===== src/design/ecs_defines.vh =====
// Constants for the memory interface clock select and clock output block.
// Assumes a 32-bit byte address on the register port and one 10 MHz clock.
`ifndef ECS_DEFINES_VH
`define ECS_DEFINES_VH

// Address window of the block
`define ECS_BASE_ADDR      32'h019c0200
`define ECS_LAST_ADDR      32'h019c02ff
// Register byte addresses
`define ECS_DEVCONF_ADDR   32'h019c0200
`define ECS_GLBCTL_ADDR    32'h019c0204
`define ECS_OSCDIV_ADDR    32'h019c0208
`define ECS_STATUS_ADDR    32'h019c020c

// Configuration register field and reset
`define ECS_SRC_BIT        4
`define ECS_DEVCONF_RST    1'h0

// Global control fields and reset values
`define ECS_FS_EN_BIT      0
`define ECS_HS_EN_BIT      1
`define ECS_GPIO_SEL_BIT   2
`define ECS_GPIO_OUT_BIT   3
`define ECS_GPIO_OE_BIT    4
`define ECS_FS_EN_RST      1'h1
`define ECS_HS_EN_RST      1'h1
`define ECS_GPIO_SEL_RST   1'h0
`define ECS_GPIO_OUT_RST   1'h0
`define ECS_GPIO_OE_RST    1'h0

// Divider register fields and reset values
`define ECS_DIV_LSB        0
`define ECS_DIV_MSB        4
`define ECS_DIV_EN_BIT     15
`define ECS_DIV_RST        5'h07
`define ECS_DIV_EN_RST     1'h1

// Status register fields
`define ECS_ST_STRAP_BIT   0
`define ECS_ST_X4_BIT      1
`define ECS_ST_SQUARE_BIT  2
`define ECS_ST_RSVD_BIT    3
`define ECS_ST_GPIN_BIT    4
`define ECS_ST_SRC_BIT     5

// Multiplier ratios of the early variant
`define ECS_MULT_BYPASS    3'h1
`define ECS_MULT_PLL       3'h4

`endif


===== src/design/ecs_clock_select.v =====
// Clock source select, clock output gating and divided clock for the
// memory interface. Assumes pins arrive asynchronously and a register
// master that follows the plain strobe protocol with no wait states.
`timescale 1ns/10ps
`include "ecs_defines.vh"

module ecs_clock_select #(
	parameter LATE_VARIANT = 1,	// 1: strap selects input clock type
	parameter DIV_WIDTH    = 5	// Width of the divider ratio field
) (
	input  wire        core_clk,
	input  wire        reset_n,
	input  wire [31:0] reg_addr,
	input  wire [31:0] reg_wdata,
	input  wire        reg_write,
	input  wire        reg_read,
	output reg  [31:0] reg_rdata,
	input  wire        external_memif_clock_pin,
	input  wire        clock_mode_strap,
	output reg         memif_input_clock,
	output reg         generator_clock_three,
	output reg         fullspeed_clock_out,
	output reg         halfspeed_pin_out,
	output reg         halfspeed_pin_oe,
	input  wire        halfspeed_pin_in,
	output reg         divided_clock_out,
	output reg  [2:0]  cpu_clock_multiplier,
	output reg         square_input_clock,
	output reg         strap_reserved_seen
);

	// Software state
	reg                 src_sel_reg;	// Memory clock source select
	reg                 fs_en_reg;	// Fullspeed output enable
	reg                 hs_en_reg;	// Halfspeed output enable
	reg                 gpio_sel_reg;	// Halfspeed pin used as GPIO
	reg                 gpio_out_reg;	// GPIO drive value
	reg                 gpio_oe_reg;	// GPIO drive enable
	reg [DIV_WIDTH-1:0] div_ratio_reg;	// Divider ratio minus one
	reg                 div_en_reg;	// Divider enable

	// Synchronisers for pins
	reg                 ext_meta_reg;	// First stage, external clock
	reg                 ext_sync_reg;	// Second stage, external clock
	reg                 strap_meta_reg;	// First stage, strap
	reg                 strap_sync_reg;	// Second stage, strap
	reg                 gpin_meta_reg;	// First stage, GPIO input
	reg                 gpin_sync_reg;	// Second stage, GPIO input

	// Strap capture
	reg                 strap_done_reg;	// Strap taken after release
	reg                 strap_val_reg;	// Captured strap level

	// Clock generation
	reg                 fs_tog_reg;	// Toggles every cycle
	reg                 hs_tog_reg;	// Toggles every second cycle
	reg [1:0]           g3_cnt_reg;	// Divider for generator clock three
	reg [DIV_WIDTH-1:0] div_cnt_reg;	// Divider counter
	reg                 div_tog_reg;	// Divided clock level

	// Decode helpers
	wire                in_window;	// Address inside block window
	reg  [31:0]         rd_word;	// Read value before register

	// Window decode, every address in range belongs to the block
	assign in_window = (reg_addr >= `ECS_BASE_ADDR) && (reg_addr <= `ECS_LAST_ADDR);

	// Register writes; only defined bits are stored
	always @(posedge core_clk) begin
		if (!reset_n) begin
			src_sel_reg   <= `ECS_DEVCONF_RST;
			fs_en_reg     <= `ECS_FS_EN_RST;
			hs_en_reg     <= `ECS_HS_EN_RST;
			gpio_sel_reg  <= `ECS_GPIO_SEL_RST;
			gpio_out_reg  <= `ECS_GPIO_OUT_RST;
			gpio_oe_reg   <= `ECS_GPIO_OE_RST;
			div_ratio_reg <= `ECS_DIV_RST;
			div_en_reg    <= `ECS_DIV_EN_RST;
		end else if (reg_write && in_window) begin
			case (reg_addr)
				`ECS_DEVCONF_ADDR: begin
					// Unused bits are expected zero and are dropped
					src_sel_reg <= reg_wdata[`ECS_SRC_BIT];
				end
				`ECS_GLBCTL_ADDR: begin
					fs_en_reg    <= reg_wdata[`ECS_FS_EN_BIT];
					hs_en_reg    <= reg_wdata[`ECS_HS_EN_BIT];
					gpio_sel_reg <= reg_wdata[`ECS_GPIO_SEL_BIT];
					gpio_out_reg <= reg_wdata[`ECS_GPIO_OUT_BIT];
					gpio_oe_reg  <= reg_wdata[`ECS_GPIO_OE_BIT];
				end
				`ECS_OSCDIV_ADDR: begin
					div_ratio_reg <= reg_wdata[`ECS_DIV_LSB +: DIV_WIDTH];
					div_en_reg    <= reg_wdata[`ECS_DIV_EN_BIT];
				end
				default: begin
					// Other addresses in the window ignore writes
				end
			endcase
		end
	end

	// Read multiplexer; reserved bits and unmapped words read zero
	always @* begin
		rd_word = 32'h00000000;
		case (reg_addr)
			`ECS_DEVCONF_ADDR: begin
				rd_word[`ECS_SRC_BIT] = src_sel_reg;
			end
			`ECS_GLBCTL_ADDR: begin
				rd_word[`ECS_FS_EN_BIT]    = fs_en_reg;
				rd_word[`ECS_HS_EN_BIT]    = hs_en_reg;
				rd_word[`ECS_GPIO_SEL_BIT] = gpio_sel_reg;
				rd_word[`ECS_GPIO_OUT_BIT] = gpio_out_reg;
				rd_word[`ECS_GPIO_OE_BIT]  = gpio_oe_reg;
			end
			`ECS_OSCDIV_ADDR: begin
				rd_word[`ECS_DIV_LSB +: DIV_WIDTH] = div_ratio_reg;
				rd_word[`ECS_DIV_EN_BIT]           = div_en_reg;
			end
			`ECS_STATUS_ADDR: begin
				rd_word[`ECS_ST_STRAP_BIT]  = strap_val_reg;
				rd_word[`ECS_ST_X4_BIT]     = (cpu_clock_multiplier == `ECS_MULT_PLL);
				rd_word[`ECS_ST_SQUARE_BIT] = square_input_clock;
				rd_word[`ECS_ST_RSVD_BIT]   = strap_reserved_seen;
				rd_word[`ECS_ST_GPIN_BIT]   = gpin_sync_reg;
				rd_word[`ECS_ST_SRC_BIT]    = memif_input_clock;
			end
			default: begin
				rd_word = 32'h00000000;
			end
		endcase
	end

	// Read data stand for the one cycle after the strobe
	always @(posedge core_clk) begin
		if (!reset_n) begin
			reg_rdata <= 32'h00000000;
		end else if (reg_read && in_window) begin
			reg_rdata <= rd_word;
		end else begin
			reg_rdata <= 32'h00000000;
		end
	end

	// Two-flop synchronisers for all pin inputs
	// They keep sampling through reset, so the strap level is already
	// settled in the second stage when reset lets go
	always @(posedge core_clk) begin
		ext_meta_reg   <= external_memif_clock_pin;
		ext_sync_reg   <= ext_meta_reg;
		strap_meta_reg <= clock_mode_strap;
		strap_sync_reg <= strap_meta_reg;
		gpin_meta_reg  <= halfspeed_pin_in;
		gpin_sync_reg  <= gpin_meta_reg;
	end

	// Strap is taken once, at the first edge after release
	always @(posedge core_clk) begin
		if (!reset_n) begin
			strap_done_reg <= 1'h0;
			strap_val_reg  <= 1'h1;
		end else if (!strap_done_reg) begin
			strap_done_reg <= 1'h1;
			strap_val_reg  <= strap_sync_reg;
		end else begin
			strap_done_reg <= strap_done_reg;
			strap_val_reg  <= strap_val_reg;
		end
	end

	// Strap meaning depends on the variant
	always @(posedge core_clk) begin
		if (!reset_n) begin
			cpu_clock_multiplier <= `ECS_MULT_PLL;
			square_input_clock   <= 1'h1;
			strap_reserved_seen  <= 1'h0;
		end else if (LATE_VARIANT == 0) begin
			// Early parts: x1 bypass or x4 multiplier
			cpu_clock_multiplier <= strap_sync_reg ? `ECS_MULT_PLL : `ECS_MULT_BYPASS;
			square_input_clock   <= 1'h1;
			strap_reserved_seen  <= 1'h0;
		end else begin
			// Late parts: low level is reserved; it is flagged and also clears the square flag
			cpu_clock_multiplier <= `ECS_MULT_BYPASS;
			square_input_clock   <= strap_sync_reg;
			strap_reserved_seen  <= strap_reserved_seen | ~strap_sync_reg;
		end
	end

	// Internal generator clocks and the selected memory clock
	always @(posedge core_clk) begin
		if (!reset_n) begin
			fs_tog_reg            <= 1'h0;
			hs_tog_reg            <= 1'h0;
			g3_cnt_reg            <= 2'h0;
			generator_clock_three <= 1'h0;
			memif_input_clock     <= 1'h0;
		end else begin
			fs_tog_reg            <= ~fs_tog_reg;
			hs_tog_reg            <= fs_tog_reg ? ~hs_tog_reg : hs_tog_reg;
			g3_cnt_reg            <= g3_cnt_reg + 2'h1;
			generator_clock_three <= g3_cnt_reg[1];
			// Source 0 is generator clock three, 1 the external pin
			memif_input_clock <= src_sel_reg ? ext_sync_reg : g3_cnt_reg[1];
		end
	end

	// Output pins: fullspeed gated, halfspeed shared with GPIO
	always @(posedge core_clk) begin
		if (!reset_n) begin
			fullspeed_clock_out <= 1'h0;
			halfspeed_pin_out   <= 1'h0;
			halfspeed_pin_oe    <= 1'h0;
		end else begin
			// Disabled output holds low
			fullspeed_clock_out <= fs_en_reg & ~fs_tog_reg;
			if (gpio_sel_reg) begin
				// Pin programmed as general purpose line two
				halfspeed_pin_out <= gpio_out_reg;
				halfspeed_pin_oe  <= gpio_oe_reg;
			end else begin
				// Clock function: enable bit gates the clock
				halfspeed_pin_out <= hs_en_reg & ~hs_tog_reg;
				halfspeed_pin_oe  <= hs_en_reg;
			end
		end
	end

	// Third output: toggles every ratio plus one cycles
	always @(posedge core_clk) begin
		if (!reset_n) begin
			div_cnt_reg       <= {DIV_WIDTH{1'b0}};
			div_tog_reg       <= 1'h0;
			divided_clock_out <= 1'h0;
		end else if (!div_en_reg) begin
			div_cnt_reg       <= {DIV_WIDTH{1'b0}};
			div_tog_reg       <= 1'h0;
			divided_clock_out <= 1'h0;
		end else if (div_cnt_reg >= div_ratio_reg) begin
			div_cnt_reg       <= {DIV_WIDTH{1'b0}};
			div_tog_reg       <= ~div_tog_reg;
			divided_clock_out <= ~div_tog_reg;
		end else begin
			div_cnt_reg       <= div_cnt_reg + {{(DIV_WIDTH-1){1'b0}}, 1'b1};
			div_tog_reg       <= div_tog_reg;
			divided_clock_out <= div_tog_reg;
		end
	end

endmodule // ecs_clock_select


===== config.mk =====
export PLATFORM = sky130hd
export DESIGN_NAME = ecs_clock_select
export DESIGN_NICKNAME = d
export VERILOG_FILES = /design/src/design/ecs_clock_select.v
export VERILOG_INCLUDE_DIRS = /design/src /design/src/design
export SDC_FILE = /design/constraint.sdc
export NUM_CORES = 1
export LEC_CHECK = 0
export ABC_CLOCK_PERIOD_IN_PS = 2650
export BUFFER_PORTS_ARGS = -buffer_cell sky130_fd_sc_hd__clkbuf_2
export CORE_UTILIZATION = 43
export CTS_CLUSTER_SIZE = 30
export DETAILED_ROUTE_END_ITERATION = 10
export GPL_TIMING_DRIVEN = 0
export PLACE_DENSITY = 0.79
export SYNTH_ARGS = -nofsm -noshare
export SYNTH_HDL_FRONTEND = slang
export SYNTH_SLANG_ARGS = --single-unit
export TNS_END_PERCENT = 30

===== constraint.sdc =====
create_clock -name core_clk -period 2.65 [get_ports core_clk]
set_input_delay 0.265 -clock core_clk [delete_from_list [all_inputs] [get_ports core_clk]]
set_output_delay 0.265 -clock core_clk [all_outputs]
set_load 0.005 [all_outputs]

# --- After elaboration in Yosys (flattened, before gate mapping) ---
# Index checks and enable logic that the tools add are counted.
op_classes:
  n_mux: 7
  bitwise: 9
  reduce_logical: 11
  n_lt_le_gt_ge: 3
  eq_ne: 5
  add_sub_neg: 2
op_table:
  columns: ["cell", "count"]
  rows:
  - ["$eq 32x25->1 const B", 4]
  - ["$ge 32x25->1 const B", 1]
  - ["$le 32x25->1 const B", 1]
  - ["$pmux 4 s3", 1]
  - ["$reduce_and 2->1", 5]
  - ["$not 1->1", 6]
  - ["$reduce_and 3->1", 2]
  - ["$add 5x1->5 const B", 1]
  - ["$ge 5x5->1", 1]
  - ["$mux 1", 4]
  - ["$pmux 1 s4", 1]
  - ["$eq 3x3->1 const B", 1]
  - ["$logic_and 1x1->1", 3]
  - ["$mux 3", 1]
  - ["$reduce_or 3->1", 1]
  - ["$add 2x1->2 const B", 1]
  - ["$and 1x1->1", 2]
  - ["$or 1x1->1", 1]
word_totals:
  output_inout_bits: 43
  regBits: 72
  elab_cells: 70
  input_bits: 71

# --- Longest topological paths before layout ---
# Gate-level depths: netlist (run 1).
logic_depth:
  ltp_word: 4
  mapped_depth: 7
  mapped_depth_nobuf: 7

# --- Least setup slack after synthesis (run 1) ---
# Ideal clock, no wire load.
synth_timing:
  kind: "input-to-reg"
  from: "input reg_addr[13]"
  to: "register div_ratio_reg[4]"
  setup_time_ps: 115
  t_required_ps: 2535
  t_arrival_ps: 2101
  setup_slack_ps: 434
  path_stages: 5
  n_path_buf: 1
  path_cell_list: "or4_4 -> or4_4 -> or4_4 -> buf_6 -> a31o_1"
synth_via:
  elab_chain_len: 4
  word_cells_on_any_way: 6
  classes_between: "order compare (2); eq/ne (1); reduce/logical (3)"
synth_rtl:
  columns: ["element", "line", "text"]
  rows:
  - ["start, declared", "ecs_clock_select.v:13", "input wire [31:0] reg_addr,"]
  - ["$ge 32x25->1 (no line) or $le 32x25->1 (tied branches)", null, null]
  - ["$logic_and 1x1->1", "ecs_clock_select.v:66", "assign in_window = (reg_addr >= `ECS_BASE_ADDR) && (reg_addr <= `ECS_LAST_ADDR);"]
  - ["$logic_and 1x1->1", "ecs_clock_select.v:79", "end else if (reg_write && in_window) begin"]
  - ["$reduce_and 2->1 (no line) *", null, null]
  - ["end signal, assigned", "ecs_clock_select.v:77", "div_ratio_reg <= `ECS_DIV_RST;"]
  - ["end signal, assigned", "ecs_clock_select.v:93", "div_ratio_reg <= reg_wdata[`ECS_DIV_LSB +: DIV_WIDTH];"]
  - ["end, declared", "ecs_clock_select.v:39", "reg [DIV_WIDTH-1:0] div_ratio_reg;"]
# Every way passes the cells marked *; elsewhere a longest branch is shown, timed or not.
# A chain may end at the register's enable or synchronous reset.

# --- Final worst setup path (run 1) ---
layout_timing:
  from: "input reg_addr[13]"
  to: "register div_ratio_reg[0]"
# Same word-level chain as after synthesis.

==> results.rst, run 1 <==
.. list-table::
   :header-rows: 1

   * - Metric
     - Value
   * - # rows
     - 24
   * - Post-CTS setup buffers
     - 0
   * - Areal power density over the cells
     - 517 nW/µm²
   * - Number of global-route vias before repair
     - 1,466
   * - TritonRoute pass-1 iters
     - 6
   * - Post-route cell area
     - 2490 µm²
   * - Hold-fix buffers at CTS
     - 0
   * - Area of the mapped netlist
     - 1940 µm²
   * - DIE AREA
     - 4790 µm²
   * - Leakage
     - 1.30 nW
   * - Outcome
     - finished clean
   * - Post-synthesis register bit count
     - 45
   * - Share of synthesized registers carrying an async set or reset
     - 0
   * - Count of maximum capacitance violations
     - 0
   * - Sink Count
     - 45
   * - Critical-path cell with the highest stage delay
     - or4_4
   * - Antenna viol nets, final
     - 0
   * - Routed wire per std cell
     - 10.5 µm
   * - Flip-flop count of the largest register after layout
     - 7
   * - Post-synthesis cell type with the largest combined area
     - dfxtp_1
   * - Number of buffers inserted during clock tree synthesis
     - 5
   * - Data arrival time at the worst-slack endpoint
     - 2230 ps
   * - Clock transition time at the flip-flop clock pins of the worst setup and hold paths
     - 80 ps
   * - Count of different cell masters after synthesis
     - 34
   * - Number of antenna violations at the first check in global routing
     - 0
   * - Clk Tree Root Cell
     - clkbuf_8
   * - Final-layout setup total negative slack
     - 0 ps
   * - Buffers from clock root to sink, at most
     - 2
   * - Core Area
     - 4350 µm²
   * - Final Routed Wirelength
     - 3620 µm
   * - Hold Path Class
     - input pin to flip-flop
   * - Boundary Pins
     - 114
   * - Diodes inserted
     - 0
   * - Post-Synthesis Cells
     - 201
   * - Overall track demand over capacity in global routing
     - 0.158
   * - RSZ-0062 raised after global routing
     - false
   * - Delay of the slowest cell on the worst path
     - 570 ps
   * - Library cell appearing most often on the critical path
     - or4_4
   * - Number of flops mapped to enable cells by yosys
     - 0
   * - Sequential cell area fraction in the yosys report
     - 0.464
   * - Final worst path period need
     - 2060 ps
   * - IR Drop Worst-Case VDD
     - 347 µV
   * - Post-cts gate resize count
     - 0
   * - Family of cells with the greatest summed delay on the critical path
     - simple AND/OR/NAND/NOR gates
   * - Met1 global-route usage
     - 0.169
   * - Nets
     - 370
   * - Pins over their slew limit
     - 0
   * - Startpoint types
     - input pin
   * - Pin count of the biggest net entering global routing
     - 14
   * - Hold violation total from the final report
     - 0
   * - Total number of vias
     - 1,539
   * - Total of fill cells in the finished design
     - 405
   * - CTS HTree Levels
     - 2
   * - Number of warnings printed during yosys synthesis
     - 0
   * - Placed inst area
     - 2400 µm²
   * - Die X
     - 69.2 µm
   * - Placer's final routability congestion estimate
     - 0.793
   * - Type of the worst setup path
     - input pin to flip-flop
   * - Met2 Use GR
     - 0.293
   * - Clock tree skew after final layout
     - 8.14 ps
   * - Effective utilization at floorplan
     - 0.446
   * - Critical Path End Type
     - flip-flop
   * - Via count normalized by instance count
     - 4.46
   * - Crit share post-route
     - 0.776
   * - Remaining design rule violation count
     - 0
   * - Most crowded layer after global routing
     - met2
   * - Die boundary height
     - 69.2 µm
   * - Cell breakdown of the critical path
     - clkbuf_2, or4_4, or4_4, or4_4, buf_6, mux2i_1, nand2_1
   * - Maximum clock frequency
     - 0.486 GHz
   * - HPWL Detailed
     - 2970 µm
   * - Data required time at the worst endpoint
     - 2820 ps
   * - Total setup violations reported at the end of the flow
     - 0
   * - Highest net fanout along the worst path
     - 8
   * - Area Growth Syn to Fin
     - 28.3%
   * - Avg Inst Size Synth
     - 9.65 µm²
   * - Met3 capacity usage during global routing
     - 0.0523
   * - Worst Path Buf+Inv
     - 2
   * - Number of port buffers
     - 60
   * - Area contributors post-synth
     - dfxtp_1 (46%), buf_4 (10%), mux2i_1 (6.7%)
   * - TritonCTS clock tree
     - done
   * - Sum of overflow across all layers after global routing
     - 0
   * - Synth top area share
     - 0.464
   * - Detailed Route Iter0 Violations
     - 18
   * - First-pass GRT wire length
     - 6140 µm
   * - Worst-Skew Late Latency
     - 290 ps
   * - Most frequently used flop master after synthesis
     - dfxtp_1
   * - Fraction of layout cells with a size suffix above 1
     - 0.352
[cell usage in the layout, fill, tap and decap left out, types with 3 or more instances in the layout]
master,instances
conb_1,26
clkbuf_2,60
nand2b_1,4
a21oi_1,3
a22oi_1,4
nor3_1,3
xnor2_1,4
ha_1,6
clkbuf_1,5
nand3_1,4
buf_4,27
nor4_1,4
dfxtp_1,45
mux2_2,3
clkbuf_8,6
nor2_1,24
inv_1,10
or4_4,3
nand2_1,15
mux2i_1,13
[final cells by class]
type                       instances  area, µm²  area share
multi-input combinational        138        863       0.347
sequential                        45        901       0.362
timing repair buffer              60        300       0.121
clock buffer                       6       82.6      0.0332
buffer                            33        233      0.0935
inverter                          10       37.5      0.0151
clock inverter                     1       7.51     0.00302
tap                               52       65.1      0.0261
[cells in the mapped netlist, drive strengths merged (2+ instances only)]
cell type and number:
and2 2, a31o 2, or4 3, nor2b 2, nand4b 2, dfxtp 45, nor4 4, a21oi 3
xnor2 4, xor2 2, mux2 3, buf 28, inv 10, nand2b 4, ha 6, nand2 15
a22oi 4, nand4 2, nor3 3, nand3 4, mux2i 13, nor2 24, o21ai 2, clkbuf 5
[power breakdown]
group / internal, mW / switching [mW] / total (mW)
combinational: 0.0833 / 0.0613 / 0.145
clock: 0.206 / 0.220 / 0.426
sequential: 0.701 / 0.0149 / 0.716
[worst paths after layout]
check / start / endpoint / slack, ps / cells after the start
setup / recovery: reg_addr[13] / div_ratio_reg[0]$_SDFFE_PN1P_ / 590 / 7
hold / removal: clock_mode_strap / strap_meta_reg$_DFF_P_ / 70 / 1
setup reg to reg: div_cnt_reg[0]$_SDFF_PP0_ / div_cnt_reg[4]$_SDFF_PP0_ / 940 / 7
hold reg to reg: strap_meta_reg$_DFF_P_ / strap_sync_reg$_DFF_P_ / 330 / 0
[layer usage]
metal,wire length (µm),part of all wire,vias up
li1,-,-,803
met1,1510,0.42,697
met2,1930,0.53,37
met3,160,0.044,2
met4,14,0.0039,0
met5,0,0,-
[stage by stage]
stage               total power, mW  cells  setup slack (ps)  utilization  hold WS, ps
floorplan                     0.820    226               434            -          293
global placement              0.872    338               293        0.551          311
detailed placement            0.876    338               282        0.551          314
CTS                            1.30    345               592        0.572         63.4
global route                   1.34    345               524        0.572         50.8
finish                         1.29    345               593        0.572         69.5
[cells by family (layout without fill, tap and decap cells)]
| logic type | Yosys count | after routing | share of synthesized area |
|---|---|---|---|
| adder cells (fa/ha/maj) | 6 | 6 | 0.0387 |
| XOR/XNOR | 6 | 6 | 0.0271 |
| other | 1 | 26 | 0.00193 |
| buffers and inverters | 43 | 110 | 0.139 |
| flip-flops | 45 | 45 | 0.464 |
| AO/OA/AOI/OAI | 13 | 13 | 0.0445 |
| multiplexers | 17 | 17 | 0.0961 |
| AND/OR/NAND/NOR | 70 | 70 | 0.188 |
Note: power is estimated with default switching activity, not from simulation.
==> inputs of run 2 (changes only) <==
--- a/config.mk
+++ b/config.mk
@@ -6,7 +6,7 @@
 export SDC_FILE = /design/constraint.sdc
 export NUM_CORES = 1
 export LEC_CHECK = 0
-export ABC_CLOCK_PERIOD_IN_PS = 2650
+export ABC_CLOCK_PERIOD_IN_PS = 1960
 export BUFFER_PORTS_ARGS = -buffer_cell sky130_fd_sc_hd__clkbuf_2
 export CORE_UTILIZATION = 43
 export CTS_CLUSTER_SIZE = 30
==> constraint.sdc (replaced) <==
create_clock -name core_clk -period 1.96 [get_ports core_clk]
set_input_delay 0.196 -clock core_clk [delete_from_list [all_inputs] [get_ports core_clk]]
set_output_delay 0.196 -clock core_clk [all_outputs]
set_load 0.005 [all_outputs]
==> run 2 against run 1 <==
Sequential power rose by 35%; setup slack worse by 580 ps; first-iteration DRC count is 83% higher; sequential cell count did not move; sequential share of layout area is 0.83 points lower; highest routed layer unchanged.
==> results.rst, run 2 (same netlist as run 1, synthesis figures left out) <==
.. list-table::
   :header-rows: 1

   * - Metric
     - Value
   * - Pins over their slew limit
     - 0 (unchanged)
   * - Internal portion of total power
     - 1.45 mW (+46%)
   * - Total chip power
     - 1.86 mW (+44%)
   * - Clock tree skew after final layout
     - 4.47 ps (-3.68 ps)
   * - Number of global-route vias before repair
     - 1,499 (+2.3%)
   * - Post-route cell area
     - 2550 µm² (+2.4%)
   * - Portion of total power attributed to the clock network
     - 0.370 (+0.039)
   * - Type of the worst setup path
     - input pin to flip-flop
   * - Number of antenna violations at the first check in global routing
     - 0 (unchanged)
   * - Delay of the slowest cell on the worst path
     - 530 ps (-40 ps)
   * - Placed inst area
     - 2400 µm² (+0.16%)
   * - Sum of overflow across all layers after global routing
     - 0 (unchanged)
   * - Cell breakdown of the critical path
     - clkbuf_2, or4_4, or4_4, or4_4, mux2i_1, nand2_1
   * - Family of cells with the greatest summed delay on the critical path
     - simple AND/OR/NAND/NOR gates
   * - Clock transition time at the flip-flop clock pins of the worst setup and hold paths
     - 80 ps (about the same)
   * - Critical register-to-register path endpoint
     - div_cnt_reg[3]$_SDFF_PP0_
   * - Startpoint types
     - input pin
   * - DIE AREA
     - 4790 µm² (unchanged)
   * - Flip-flop count of the largest register after layout
     - 7 (unchanged)
   * - Final-layout setup total negative slack
     - 0 ps (unchanged)
   * - Seq pwr share
     - 0.521 (-0.036)
   * - DP Worst Slack
     - -326 ps (-608 ps)
   * - TritonCTS clock tree
     - done
   * - Hold Path Class
     - input pin to flip-flop
   * - Setup slack after layout
     - 17.9 ps (-575 ps)
   * - Net Sw Power
     - 0.411 mW (+39%)
   * - Outcome
     - finished clean
   * - Via count normalized by instance count
     - 4.41 (-1.2%)
   * - Effective utilization at floorplan
     - 0.446 (unchanged)
   * - Most frequent cells in the layout
     - clkbuf_2 (60), dfxtp_1 (45), buf_4 (29)
   * - Total setup violations reported at the end of the flow
     - 0 (unchanged)
   * - Overall track demand over capacity in global routing
     - 0.163 (+0.00501)
   * - Critical-path cell with the highest stage delay
     - or4_4
   * - Boundary Pins
     - 114 (unchanged)
   * - Highest net fanout along the worst path
     - 8 (unchanged)
   * - Number of port buffers
     - 60 (unchanged)
   * - # rows
     - 24 (unchanged)
   * - CTS HTree Levels
     - 2 (unchanged)
   * - Core Area
     - 4350 µm² (unchanged)
   * - First-pass GRT wire length
     - 6280 µm (+2.2%)
   * - Pin count of the biggest net entering global routing
     - 15 (+1)
   * - Count of maximum capacitance violations
     - 0 (unchanged)
   * - Die boundary height
     - 69.2 µm (unchanged)
   * - Maximum clock frequency
     - 0.515 GHz
   * - RSZ-0062 raised after global routing
     - true
   * - Sink Count
     - 45 (unchanged)
   * - Critical Path Stages
     - 6 (-1)
   * - HPWL Detailed
     - 2920 µm (-1.8%)
   * - Final worst path period need
     - 1940 ps
   * - Nets
     - 374 (+1.1%)
   * - Worst setup path startpoint
     - reg_addr[13]
   * - Worst R2R Path Depth
     - 7 (unchanged)
   * - Most common cell after layout, fill and taps aside
     - clkbuf_2
   * - Die X
     - 69.2 µm (unchanged)
   * - Antenna viol nets, final
     - 0 (unchanged)
   * - Diodes inserted
     - 0 (unchanged)
   * - Routed wire per std cell
     - 10.6 µm (+1.5%)
   * - Areal power density over the cells
     - 729 nW/µm² (+41%)
   * - Area Growth Syn to Fin
     - 31.3%
   * - Buffers from clock root to sink, at most
     - 2 (unchanged)
   * - Setup slack, reg-to-reg
     - 260 ps (-680 ps)
   * - Final Routed Wirelength
     - 3730 µm (+3.0%)
   * - Crit share post-route
     - 0.991
   * - Data arrival time at the worst-slack endpoint
     - 2110 ps (-120 ps)
   * - Comb power frac
     - 0.109 (-0.003)
   * - IR Drop Worst-Case VDD
     - 431 µV (+24%)
   * - Placer's final routability congestion estimate
     - 0.810 (+2.2%)
   * - Hold violation total from the final report
     - 0 (unchanged)
   * - Remaining design rule violation count
     - 0 (unchanged)
   * - Leakage
     - 1.33 nW (+2.2%)
   * - Worst-Skew Late Latency
     - 300 ps (about the same)
   * - Data required time at the worst endpoint
     - 2130 ps (-690 ps)
   * - Total number of vias
     - 1,543 (+0.26%)
   * - Capture point of the critical path
     - div_ratio_reg[2]$_SDFFE_PN1P_
   * - Detailed Route Iter0 Violations
     - 33 (+15)
   * - Library cell appearing most often on the critical path
     - or4_4
   * - Fraction of layout cells with a size suffix above 1
     - 0.352 (+0.000813)
   * - TritonRoute pass-1 iters
     - 4 (-2)
   * - Worst Path Buf+Inv
     - 1 (-1)
   * - Clk Tree Root Cell
     - clkbuf_8
   * - Crit Reg-Reg Startpoint
     - div_cnt_reg[0]$_SDFF_PP0_
   * - Critical Path End Type
     - flip-flop
   * - Number of buffers inserted during clock tree synthesis
     - 5 (unchanged)
   * - Net switching fraction of the power
     - 0.221 (-0.00892)
==> run 2: changes by cell type in the layout (fill, tap and decap cells not counted), sizes merged <==
cell	change
clkinvlp	-1
buf	+1
dlygate4sd3	+3
clkinv	+1
bufinv	+1
==> run 2: routing by layer <==
| metal | vias up | routed length (µm) | GRT usage |
|---|---|---|---|
| met4 | 0 | 45 | 0.0408 |
| li1 | 814 | - | - |
| met1 | 688 | 1530 | 0.174 |
| met2 | 35 | 1970 | 0.300 |
| met5 | - | 0 | 0 |
| met3 | 6 | 179 | 0.0610 |
==> run 2: how the worst min path moves through the flow <==
stage,slack [ps],to,from,depth (start not counted)
2_1_floorplan,220,cpu_clock_multiplier[0]$_DFF_P_,reset_n,0
3_3_place_gp,300,strap_meta_reg$_DFF_P_,clock_mode_strap,1
3_5_place_dp,300,ext_meta_reg$_DFF_P_,external_memif_clock_pin,1
4_1_cts,80,cpu_clock_multiplier[0]$_DFF_P_,reset_n,1
5_1_grt,80,cpu_clock_multiplier[0]$_DFF_P_,reset_n,1
6_report,80,cpu_clock_multiplier[0]$_DFF_P_,reset_n,1
==> run 2: layout make-up <==
class | instances | area [µm²]
plain buffers | 32 | 221
inverters | 10 | 37.5
fillers | 395 | 1810
flip-flops and latches | 45 | 901
repair buffers | 65 | 345
clock buffers | 6 | 72.6
multi-input cells | 138 | 867
well taps | 52 | 65.1
clock inverters | 2 | 38.8
==> run 2: what timing repair did <==
item	4_1_cts	5_1_grt
endpoints found under the setup margin	4	6
hold buffers	3	0
gates resized for setup	0	0
pin swaps	1	1
gates cloned	0	0
setup buffers	1	1
hold endpoints to repair	3	0
==> run 2: per-stage QoR <==
stage               cells  hold WS (ps)   util
floorplan             226           224      -
global placement      338           299  0.552
detailed placement    338           300  0.552
CTS                   349          76.6  0.584
global route          350          75.3  0.585
finish                350          79.6  0.585
==> run 2: power groups by stage <==
stage	clock (mW)	sequential [mW]	combinational (mW)
after floorplan	0	0.986	0.123
after global placement	0	0.989	0.191
after detailed placement	0	0.990	0.195
after CTS	0.701	0.969	0.203
after global routing	0.738	0.973	0.227
final	0.687	0.968	0.203
